==> src/pkg/irq_accept_pkg.sv <==
/*
  constants and types for the two-level interrupt acceptance logic.
  assumes a single system clock domain; nothing here is clocked.
*/
package irq_accept_pkg;
  localparam int NUM_SOURCES  = 16;
  localparam int VEC_W        = 8;
  localparam int ADDR_W       = 16;
  localparam int VEC_STRIDE   = 2;
  localparam int NMI_SRC      = 0;
  localparam int ABRK_SRC     = 1;
  localparam logic [15:0] VEC_BASE_RST = 16'h0000;
  localparam logic [15:0] LEVEL_RST    = 16'h0000;
  localparam logic        MASK_RST     = 1'b1;

  typedef enum logic [2:0] {
    ST_IDLE,
    ST_WAIT_INSN,
    ST_PUSH_PC,
    ST_PUSH_CCR,
    ST_SET_MASK,
    ST_FETCH_VEC,
    ST_JUMP
  } accept_state_t;
endpackage

==> src/design/vector_rom.sv <==
/*
  small handler-address table indexed by source number, registered read.
  assumes the table is loaded by the core through the write port before use.
*/
`timescale 1ns/1ns
module vector_rom #(
  parameter int DEPTH  = 16,
  parameter int AW     = 4,
  parameter int DW     = 16
) (
  // clocking
  input  wire logic          clk,
  input  wire logic          ce,
  // write port
  input  wire logic          wrEn,
  input  wire logic [AW-1:0] wrAddr,
  input  wire logic [DW-1:0] wrData,
  // read port
  input  wire logic [AW-1:0] rdAddr,
  output logic      [DW-1:0] rdData
);
  logic [DW-1:0] mem [DEPTH];

  initial begin
    if (DEPTH < 1 || DEPTH > (1 << AW)) begin
      $error("DEPTH must be reachable with AW address bits");
    end
  end

  always_ff @(posedge clk) begin
    if (ce && wrEn) begin
      mem[wrAddr] <= wrData;
    end
  end

  always_ff @(posedge clk) begin
    if (ce) begin
      rdData <= mem[rdAddr];
    end
  end
endmodule

==> src/design/two_level_interrupt_acceptance.sv <==
/*
  interrupt acceptance for the simple two-level control scheme: source
  latching, level/priority selection, mask check and the exception sequence.
  assumes the core signals instruction completion with insnDone and takes
  the stack pushes and jump target from the strobed outputs below.
*/
// How it works
// - maskable requests are enabled while the core mask bit is 0 and blocked while it is 1.
// - a source becomes pending only if its event occurs while its enable bit is 1.
// - a pending source at control level 1 is selected before any level 0 source, which stays pending.
// - among same-level pending sources the highest fixed-priority one wins.
// - with the mask bit at 1 only the non-maskable and address-break requests can be accepted.
// - exception processing starts only after the current instruction has completed.
// - the resume address and the condition code register are pushed onto the stack.
// - after the pushes the mask bit is set to 1.
// - a vector address is formed, the handler address read from it, and execution jumps there.
`timescale 1ns/1ns
module two_level_interrupt_acceptance #(
  parameter int NSRC = irq_accept_pkg::NUM_SOURCES
) (
  // clocking
  input  wire logic                     clk,
  input  wire logic                     rst,
  input  wire logic                     ce,
  // sources
  input  wire logic [NSRC-1:0]          srcEvent,
  input  wire logic [NSRC-1:0]          srcEnable,
  input  wire logic [NSRC-1:0]          irqLevelSelectReg,
  // core state
  input  wire logic                     insnDone,
  input  wire logic [15:0]              resumePc,
  input  wire logic [7:0]               conditionCodeReg,
  input  wire logic                     maskWrEn,
  input  wire logic                     maskWrData,
  // vector table load
  input  wire logic                     vecWrEn,
  input  wire logic [$clog2(NSRC)-1:0]  vecWrIdx,
  input  wire logic [15:0]              vecWrData,
  // to core
  output logic                          globalMask,
  output logic                          acceptBusy,
  output logic                          pushPcStrobe,
  output logic [15:0]                   pushPc,
  output logic                          pushCcrStrobe,
  output logic [7:0]                    pushCcr,
  output logic [irq_accept_pkg::VEC_W-1:0] acceptVector,
  output logic [15:0]                   vectorAddr,
  output logic                          jumpStrobe,
  output logic [15:0]                   jumpTarget,
  output logic [NSRC-1:0]               pendingOut
);
  localparam int IW = $clog2(NSRC);

  initial begin
    if (NSRC < 2 || NSRC > 256) begin
      $error("NSRC must be between 2 and 256");
    end
  end

  irq_accept_pkg::accept_state_t state;
  logic [NSRC-1:0] pending;
  logic [IW-1:0]   selIdx;
  logic [IW-1:0]   takenIdx;
  logic            selValid;
  logic [15:0]     handlerAddr;

  // lowest set bit wins: the constant ranking is the index itself
  function automatic logic [IW:0] pick_first(input logic [NSRC-1:0] req);
    logic [IW:0] r;
    r = '0;
    for (int i = NSRC - 1; i >= 0; i--) begin
      if (req[i]) begin
        r = {1'b1, IW'(i)};
      end
    end
    return r;
  endfunction

  logic [NSRC-1:0] unmaskable;
  logic [NSRC-1:0] eligible;
  logic [IW:0]     pickHi;
  logic [IW:0]     pickLo;

  always_comb begin
    unmaskable = '0;
    unmaskable[irq_accept_pkg::NMI_SRC]  = 1'b1;
    unmaskable[irq_accept_pkg::ABRK_SRC] = 1'b1;
    eligible = globalMask ? (pending & unmaskable) : pending;
    pickHi   = pick_first(eligible & irqLevelSelectReg);
    pickLo   = pick_first(eligible & ~irqLevelSelectReg);
    selValid = pickHi[IW] | pickLo[IW];
    selIdx   = pickHi[IW] ? pickHi[IW-1:0] : pickLo[IW-1:0];
  end

  // pending latches; a new event wins over the clear on acceptance
  always_ff @(posedge clk) begin
    if (rst) begin
      pending <= '0;
    end else if (ce) begin
      for (int i = 0; i < NSRC; i++) begin
        if (srcEvent[i] && srcEnable[i]) begin
          pending[i] <= 1'b1;
        end else if (state == irq_accept_pkg::ST_WAIT_INSN && insnDone && takenIdx == IW'(i)) begin
          pending[i] <= 1'b0;
        end
      end
    end
  end

  always_ff @(posedge clk) begin
    if (rst) begin
      state    <= irq_accept_pkg::ST_IDLE;
      takenIdx <= '0;
    end else if (ce) begin
      unique case (state)
        irq_accept_pkg::ST_IDLE: begin
          if (selValid) begin
            takenIdx <= selIdx;
            state    <= irq_accept_pkg::ST_WAIT_INSN;
          end
        end
        irq_accept_pkg::ST_WAIT_INSN: begin
          if (insnDone) begin
            state <= irq_accept_pkg::ST_PUSH_PC;
          end
        end
        irq_accept_pkg::ST_PUSH_PC:   state <= irq_accept_pkg::ST_PUSH_CCR;
        irq_accept_pkg::ST_PUSH_CCR:  state <= irq_accept_pkg::ST_SET_MASK;
        irq_accept_pkg::ST_SET_MASK:  state <= irq_accept_pkg::ST_FETCH_VEC;
        irq_accept_pkg::ST_FETCH_VEC: state <= irq_accept_pkg::ST_JUMP;
        irq_accept_pkg::ST_JUMP:      state <= irq_accept_pkg::ST_IDLE;
        // the eighth code of the 3-bit state is unused; recover to idle rather than lock up
        default:                      state <= irq_accept_pkg::ST_IDLE;
      endcase
    end
  end

  // resume address captured at completion so the push shows the next instruction
  always_ff @(posedge clk) begin
    if (rst) begin
      pushPcStrobe  <= 1'b0;
      pushPc        <= '0;
      pushCcrStrobe <= 1'b0;
      pushCcr       <= '0;
    end else if (ce) begin
      pushPcStrobe  <= (state == irq_accept_pkg::ST_PUSH_PC);
      pushCcrStrobe <= (state == irq_accept_pkg::ST_PUSH_CCR);
      if (state == irq_accept_pkg::ST_WAIT_INSN && insnDone) begin
        pushPc  <= resumePc;
        pushCcr <= conditionCodeReg;
      end
    end
  end

  // the mask is owned here so the set after stacking cannot race the core
  always_ff @(posedge clk) begin
    if (rst) begin
      globalMask <= irq_accept_pkg::MASK_RST;
    end else if (ce) begin
      if (state == irq_accept_pkg::ST_SET_MASK) begin
        globalMask <= 1'b1;
      end else if (maskWrEn) begin
        globalMask <= maskWrData;
      end
    end
  end

  vector_rom #(
    .DEPTH (NSRC),
    .AW    (IW),
    .DW    (16)
  ) u_vectors (
    .clk    (clk),
    .ce     (ce),
    .wrEn   (vecWrEn),
    .wrAddr (vecWrIdx),
    .wrData (vecWrData),
    .rdAddr (takenIdx),
    .rdData (handlerAddr)
  );

  always_ff @(posedge clk) begin
    if (rst) begin
      acceptVector <= '0;
      vectorAddr   <= '0;
      jumpStrobe   <= 1'b0;
      jumpTarget   <= '0;
    end else if (ce) begin
      jumpStrobe <= (state == irq_accept_pkg::ST_JUMP);
      if (state == irq_accept_pkg::ST_SET_MASK) begin
        acceptVector <= irq_accept_pkg::VEC_W'(takenIdx);
        vectorAddr   <= 16'(irq_accept_pkg::VEC_BASE_RST + 16'(takenIdx) * 16'(irq_accept_pkg::VEC_STRIDE));
      end
      if (state == irq_accept_pkg::ST_JUMP) begin
        jumpTarget <= handlerAddr;
      end
    end
  end

  always_ff @(posedge clk) begin
    if (rst) begin
      acceptBusy <= 1'b0;
      pendingOut <= '0;
    end else if (ce) begin
      acceptBusy <= (state != irq_accept_pkg::ST_IDLE);
      pendingOut <= pending;
    end
  end
endmodule

==> config.mk <==
export PLATFORM = sky130hd
export DESIGN_NAME = two_level_interrupt_acceptance
export DESIGN_NICKNAME = d
export VERILOG_FILES = /design/src/pkg/irq_accept_pkg.sv /design/src/design/vector_rom.sv /design/src/design/two_level_interrupt_acceptance.sv
export SDC_FILE = /design/constraint.sdc
export NUM_CORES = 1
export LEC_CHECK = 0
export ABC_CLOCK_PERIOD_IN_PS = 3100
export BUFFER_PORTS_ARGS = -buffer_cell sky130_fd_sc_hd__buf_2
export CORE_MARGIN = 4
export CORE_UTILIZATION = 40
export CTS_CLUSTER_SIZE = 25
export DETAILED_ROUTE_END_ITERATION = 10
export RECOVER_POWER = 25
export SLEW_MARGIN = 10
export SYNTH_ARGS = -nofsm -noshare
export SYNTH_HDL_FRONTEND = slang
export SYNTH_SLANG_ARGS = --single-unit
==> constraint.sdc <==
create_clock -name clk -period 3.1 [get_ports clk]
set_input_delay 0.31 -clock clk [delete_from_list [all_inputs] [get_ports clk]]
set_output_delay 0.31 -clock clk [all_outputs]
set_load 0.03 [all_outputs]
==> results of run 1 <==
report_power, final:
part | switching (W) | total [W] | internal [W]
clock network | 0.00185 | 0.00476 | 0.00291
logic | 0.000415 | 0.000817 | 0.000401
registers | 0.000130 | 0.00543 | 0.00530
total | 0.00240 | 0.0110 | 0.00861
worst max-delay path by stage:
stage	endpoint	startpoint	slack [ns]	cells past startpoint
global placement	u_vectors.mem[0][0]$_DFFE_PP_	ce	0.84	5
detailed placement	u_vectors.mem[0][0]$_DFFE_PP_	ce	0.72	5
CTS	u_vectors.rdData[4]$_DFFE_PP_	takenIdx[0]$_SDFFE_PP0P_	0.77	3
floorplan	u_vectors.mem[4][0]$_DFFE_PP_	ce	0.55	4
global route	takenIdx[0]$_SDFFE_PP0P_	globalMask$_SDFFE_PP1P_	0.55	4
finish	takenIdx[0]$_SDFFE_PP0P_	globalMask$_SDFFE_PP1P_	0.81	4
cells in the mapped netlist, types with 5 or more instances:
library cell	number	area, µm²
mux2i_1	20	200
dfxtp_1	88	1760
nand3_1	21	105
edfxtp_1	272	8170
nor2_1	51	191
mux4_2	80	1800
nor2b_1	8	50.1
buf_2	12	60.1
buf_4	20	150
o21ai_0	21	105
nand2_1	101	379
a21oi_1	73	365
nor3_1	9	45.0
nand2b_1	21	131
clkbuf_1	32	120
nand4_1	5	31.3
per-layer routing:
layer  up-vias  part of all wire [%]  routed length [µm]  global-route usage (%)
met5         -                 0.067                  23                       0
met4         4                   2.2                 760                    4.37
met3        58                   7.1                2420                    3.85
met2       305                    47               16200                    27.9
met1      4278                    43               14700                    23.9
li1       3841                     -                   -                       -
cell families after synthesis:
| group | after synthesis | share of synthesized area [%] |
|---|---|---|
| xor gates and xnor gates | 1 | 0.0614 |
| DFF | 360 | 69.6 |
| buffers and inverters | 71 | 2.50 |
| muxes | 100 | 14.0 |
| other | 1 | 0.0263 |
| AOI/OAI and AO/OA | 132 | 6.01 |
| and+or+nand+nor | 237 | 7.79 |
metrics by stage:
| stage | hold slack [ns] | cell area (µm²) | instances | utilization (%) | total power (W) |
|---|---|---|---|---|---|
| 2_1_floorplan | 0.409 | 14300 | 917 | - | 0.00606 |
| 3_3_place_gp | 0.439 | 15700 | 1506 | 45.1 | 0.00635 |
| 3_5_place_dp | 0.444 | 15700 | 1506 | 45.1 | 0.00636 |
| 4_1_cts | 0.00546 | 17100 | 1578 | 49.0 | 0.0111 |
| 5_1_grt | 0.00553 | 17100 | 1578 | 48.9 | 0.0114 |
| 6_report | 0.0280 | 17100 | 1579 | 48.9 | 0.0110 |
tightest hold or removal path, stage by stage:
cell and delay [ns]:
buf_2 0.09, nand2_1 0.04, a21oi_1 0.05
registers in the layout, summed over array words and instances, names as in the netlist, 3 cells and up:
name,count
u_vectors.mem,256
jumpTarget,16
pendingOut,16
pending,16
pushPc,16
u_vectors.rdData,16
pushCcr,8
acceptVector,4
takenIdx,4
state,3
cell type report:
type	count	share of cell area, %
multi-input combinational	486	23.8
timing repair buffer	202	6.69
sequential	360	58.2
inverter	3	0.0660
antenna	1	0.0147
tap	455	3.34
clock buffer	51	6.36
clock inverter	21	1.49
==> key figures, run 1 <==
Global routing
  • Gr ovfl total: 0
  • Initial antenna violation count: 3
  • Global-route wire length before repair: 51,000 µm
  • Total track usage: 17.2%
  • Vias in the first global route: 8,417
  • Largest net degree at the start of global routing: 50

Critical path
  • CP max FO: 29
  • CP required: 3.52 ns
  • CP Launch Type: flip-flop
  • Critical path class: flip-flop to flip-flop
  • CP top delay family: flip-flops
  • Slowest stage delay, CP: 0.93 ns
  • RR Startpoint: globalMask$_SDFFE_PP1P_
  • Setup slack, reg-to-reg: 0.81 ns
  • Worst Setup End Kind: flip-flop
  • R2R depth: 4
  • Reg2reg end: takenIdx[0]$_SDFFE_PP0P_
  • CP Buf/Inv Count: 0
  • Slowest-stage cell, CP: dfxtp_1
  • Cell Chain, Critical Path: a31oi_1, nor4_4, o311ai_1, a311oi_1
  • CP Data Arrival Time: 2.71 ns

STA
  • Clk_skew: 0.0222 ns
  • Slew @ Worst Pin: 0.936 ns
  • Setup TNS: 0 ns
  • Slew Limit Fails: 0
  • Final period util: 73.8%
  • Fmax: 437 MHz
  • Post-route minimum period: 2.29 ns
  • Final worst slack: 0.811 ns
  • Fin. Hold Viols: 0
  • Slew headroom: 37.5%
  • RSZ-0062 raised after global routing: no
  • Final setup viols: 0

Floorplan
  • Die width: 197 µm
  • Initial Utilization: 40.9%
  • Io pins: 184
  • Die Y: 197 µm
  • Core Rows: 68
  • Die area: 0.0388 mm²
  • Core ar.: 0.0349 mm²

Synth
  • Synth warnings: 0
  • Avg Inst Size Synth: 15.8 µm²
  • Seq/Total Area, Yosys: 69.6%
  • Post-synth ARST share: 0%
  • Cell area after synthesis: 0.0143 mm²
  • Most used flip-flop cell after synthesis: edfxtp_1
  • Distinct cells, synth: 52
  • Seq cells post-synth: 360
  • Mapped Cells: 902
  • Number of flops mapped to enable cells by yosys: 272

Place
  • Port bufs: 167
  • Final Wtd Congestion: 0.854
  • Detail Placement HPWL: 21,900 µm
  • Pre-CTS setup slack: 0.722 ns

Clock tree
  • Root Buffer: clkbuf_16
  • Htree depth: 2
  • Clock transition at path regs: 0.06 ns
  • Number of buffers created by CTS: 39
  • Cts-stage hold buffer count: 0
  • Clock Path Buffers: 3
  • Sink Count: 360
  • Gates resized, CTS repair: 0
  • Setup Fix Bufs, Post-CTS: 0
  • Worst-skew pair later-pin latency: 0.53 ns
  • CTS tree: built

Hold path
  • Worst hold path depth: 3
  • Hold Startpoint: resumePc[9]
  • Hold Path End: pushPc[9]$_SDFFE_PP0P_
  • Worst hold path type: input pin to flip-flop

Drt
  • Routed via count: 8,486
  • DR DRC count: 0
  • DR WL/cell: 21.6 µm
  • Drt total wl: 34,100 µm
  • Initial drt markers: 675
  • Drt pass-1 iters: 5
  • Final ANT Viol Nets: 0
  • Via density: 5.37

Power
  • Highest ir drop seen on vdd: 0.000470 V
  • Leakage: 5.87 nW
  • Power Density: 645 mW/mm²

Run
  • Max Cap Viol: 0

Layout
  • Layout cells sized above 1: 31.0%
  • # nets final: 1,191
  • Reg area: 0.00994 mm²
  • Most common cell after layout, fill and taps aside: edfxtp_1
  • Area grow syn2layout: 19.5%
  • Area of the multi-input gates: 0.00406 mm²
  • Fill cells: 3,005
  • Most frequent cells in the layout: edfxtp_1, buf_2, nand2_1

Status
  • Status: complete, no violations
(Power assumes the default switching activity.)
==> run 2, diff against run 1 <==
--- a/config.mk
+++ b/config.mk
@@ -5,7 +5,7 @@
 export SDC_FILE = /design/constraint.sdc
 export NUM_CORES = 1
 export LEC_CHECK = 0
-export ABC_CLOCK_PERIOD_IN_PS = 3100
+export ABC_CLOCK_PERIOD_IN_PS = 2270
 export BUFFER_PORTS_ARGS = -buffer_cell sky130_fd_sc_hd__buf_2
 export CORE_MARGIN = 4
 export CORE_UTILIZATION = 40
==> constraint.sdc (replaced) <==
create_clock -name clk -period 2.27 [get_ports clk]
set_input_delay 0.227 -clock clk [delete_from_list [all_inputs] [get_ports clk]]
set_output_delay 0.227 -clock clk [all_outputs]
set_load 0.03 [all_outputs]
==> key figures, run 2 (synthesized netlist as in run 1, its figures left out) <==
Status
  • Status: complete, no violations

Place
  • Final Wtd Congestion: 0.822 (-3.7%)
  • Port bufs: 167 (unchanged)
  • Placement Cell Area: 0.0160 mm² (+1.7%)
  • Detail Placement HPWL: 23,400 µm (+7.0%)
  • Post-placement cell count: 1,530 (+1.6%)

Layout
  • Most frequent cells in the layout: edfxtp_1, buf_2, nand2_1
  • Largest register FFs: 256 (unchanged)
  • # nets final: 1,265 (+6.2%)
  • Most common cell after layout, fill and taps aside: edfxtp_1
  • Non-Filler Instances: 1,652 (+4.6%)
  • Fill cells: 2,849 (-5.2%)
  • Post-route cell area: 0.0178 mm² (+4.5%)
  • Area grow syn2layout: 24.9%
  • Most flop-heavy register: u_vectors.mem
  • Layout cells sized above 1: 31.8% (+0.78 points)

STA
  • Fin. Hold Viols: 0 (unchanged)
  • Final setup viols: 0 (unchanged)
  • Setup TNS: 0 ns (unchanged)
  • Slew @ Worst Pin: 0.628 ns (-0.309 ns)
  • Final period util: 89.7% (+16 points)
  • Slew Limit Fails: 0 (unchanged)
  • Clk_skew: 0.0206 ns (-0.00164 ns)
  • Worst hold margin: 0.00939 ns (-0.0186 ns)
  • Fmax: 491 MHz (+12%)
  • RSZ-0062 raised after global routing: no
  • Slew headroom: 58.2% (+21 points)
  • Post-route minimum period: 2.04 ns (-0.251 ns)

Drt
  • DR DRC count: 0 (unchanged)
  • DR WL/cell: 21.2 µm (-1.8%)
  • Final ANT Viol Nets: 0 (unchanged)
  • Drt pass-1 iters: 5 (unchanged)
  • Max layer used: met5
  • Initial drt markers: 594 (-12%)
  • Drt total wl: 35,000 µm (+2.7%)
  • Routed via count: 8,744 (+3.0%)
  • Via density: 5.29 (-1.5%)
  • Met2 wire length: 17,300 µm (+7.0%)
  • M1 wire length: 14,400 µm (-2.6%)
  • Met3 WL: 2380 µm (-1.4%)

Critical path
  • CP Data Arrival Time: 2.30 ns (-0.41 ns)
  • CP dominant cell by count: mux4_2
  • CP Buf/Inv Count: 1 (+1)
  • Cell Chain, Critical Path: buf_12, mux4_2, mux4_2
  • Slowest stage delay, CP: 0.54 ns (-0.39 ns)
  • Worst Setup End Kind: flip-flop
  • CP max FO: 20 (-31%)
  • Critical path class: flip-flop to flip-flop
  • CP top delay family: multiplexers
  • CP required: 2.53 ns (-0.99 ns)
  • CP Launch Type: flip-flop
  • Slowest-stage cell, CP: mux4_2

Clock tree
  • Clock transition at path regs: 0.06 ns (about the same)
  • Clock Path Buffers: 3 (unchanged)
  • Root Buffer: clkbuf_16
  • Setup Fix Bufs, Post-CTS: 0 (unchanged)
  • Sink Count: 360 (unchanged)
  • Worst-skew pair later-pin latency: 0.53 ns (about the same)
  • Htree depth: 2 (unchanged)
  • Number of buffers created by CTS: 39 (unchanged)
  • CTS tree: built

Power
  • Highest ir drop seen on vdd: 0.000533 V (+13%)
  • Leakage: 6.17 nW (+5.1%)
  • Power Density: 855 mW/mm² (+33%)
  • Power, Total: 0.0152 W (+38%)

Global routing
  • Initial antenna violation count: 4 (+1)
  • Vias in the first global route: 8,805 (+4.6%)
  • Largest net degree at the start of global routing: 36 (-28%)
  • Gr ovfl total: 0 (unchanged)
  • Total track usage: 17.7% (+0.53 points)
  • Global-route wire length before repair: 52,800 µm (+3.6%)

Floorplan
  • Die width: 197 µm (unchanged)
  • Io pins: 184 (unchanged)
  • Die area: 0.0388 mm² (unchanged)
  • Die Y: 197 µm (unchanged)
  • Initial Utilization: 40.9% (unchanged)
  • Core ar.: 0.0349 mm² (unchanged)
  • Core Rows: 68 (unchanged)

Hold path
  • Worst hold path type: input pin to flip-flop

Run
  • Max Cap Viol: 0 (unchanged)
==> run 2: cell types whose count changed in the layout (fill, tap and decap cells not counted), sizes merged <==
| cell | previous run | this run |
|---|---|---|
| clkinv | 13 | 9 |
| inv | 6 | 5 |
| clkbuf | 67 | 65 |
| clkinvlp | 0 | 3 |
| dlygate4sd3 | 0 | 50 |
| bufinv | 5 | 7 |
| buf | 186 | 211 |
==> run 2: stage by stage <==
| step | worst slack, ns | utilization, % |
|---|---|---|
| 2_1_floorplan | 0.0175 | - |
| 3_3_place_gp | 0.249 | 45.9 |
| 3_5_place_dp | 0.217 | 45.9 |
| 4_1_cts | 0.214 | 51.1 |
| 5_1_grt | 0.126 | 51.1 |
| 6_report | 0.233 | 51.1 |
==> run 2: routing by layer <==
layer  vias up  GRT usage [%]
met5         -              0
met4         8           4.85
li1       3985              -
met2       286           30.5
met3        69           3.49
met1      4396           23.1
==> run 2: timing repair <==
item,in CTS,in global routing
endpoints found under the hold margin,38,0
resized for setup,0,0
hold buffers,50,0
==> run 2: path summary, 6_finish.rpt <==
check,start,endpoint,slack [ns],cells past startpoint
max reg2reg,takenIdx[0]$_SDFFE_PP0P_,u_vectors.rdData[4]$_DFFE_PP_,0.23,3
min reg2reg,pushPc[14]$_SDFFE_PP0P_,pushPc[14]$_SDFFE_PP0P_,0.45,2
max,takenIdx[0]$_SDFFE_PP0P_,u_vectors.rdData[4]$_DFFE_PP_,0.23,3
min,srcEnable[0],pending[0]$_SDFFE_PP0P_,0.009,3
==> run 2: area by class of cell <==
cell class                      instances  area, µm²  share of cell area [%]
Inverter                                3       11.3                  0.0632
Timing Repair Buffer                  276       1870                    10.5
Sequential cell                       360       9940                    55.7
Clock inverter                         21        300                    1.68
Multi-Input combinational cell        486       4090                    23.0
Clock buffer                           50       1040                    5.83
Antenna cell                            1       2.50                  0.0140
Tap cell                              455        569                    3.19
==> run 2: worst reg2reg max path: cells and delay by family (launching register included) <==
family   cells  cell delay, ns
buf+inv      1            0.25
flops        1            0.51
mux          2            1.02
==> run 2: power by group <==
part	switching, W	leakage [nW]	internal, W
Combinational	0.000649	2.35	0.000651
Sequential	0.000128	3.18	0.00724
Clock	0.00252	0.640	0.00405
Total	0.00330	6.17	0.0119
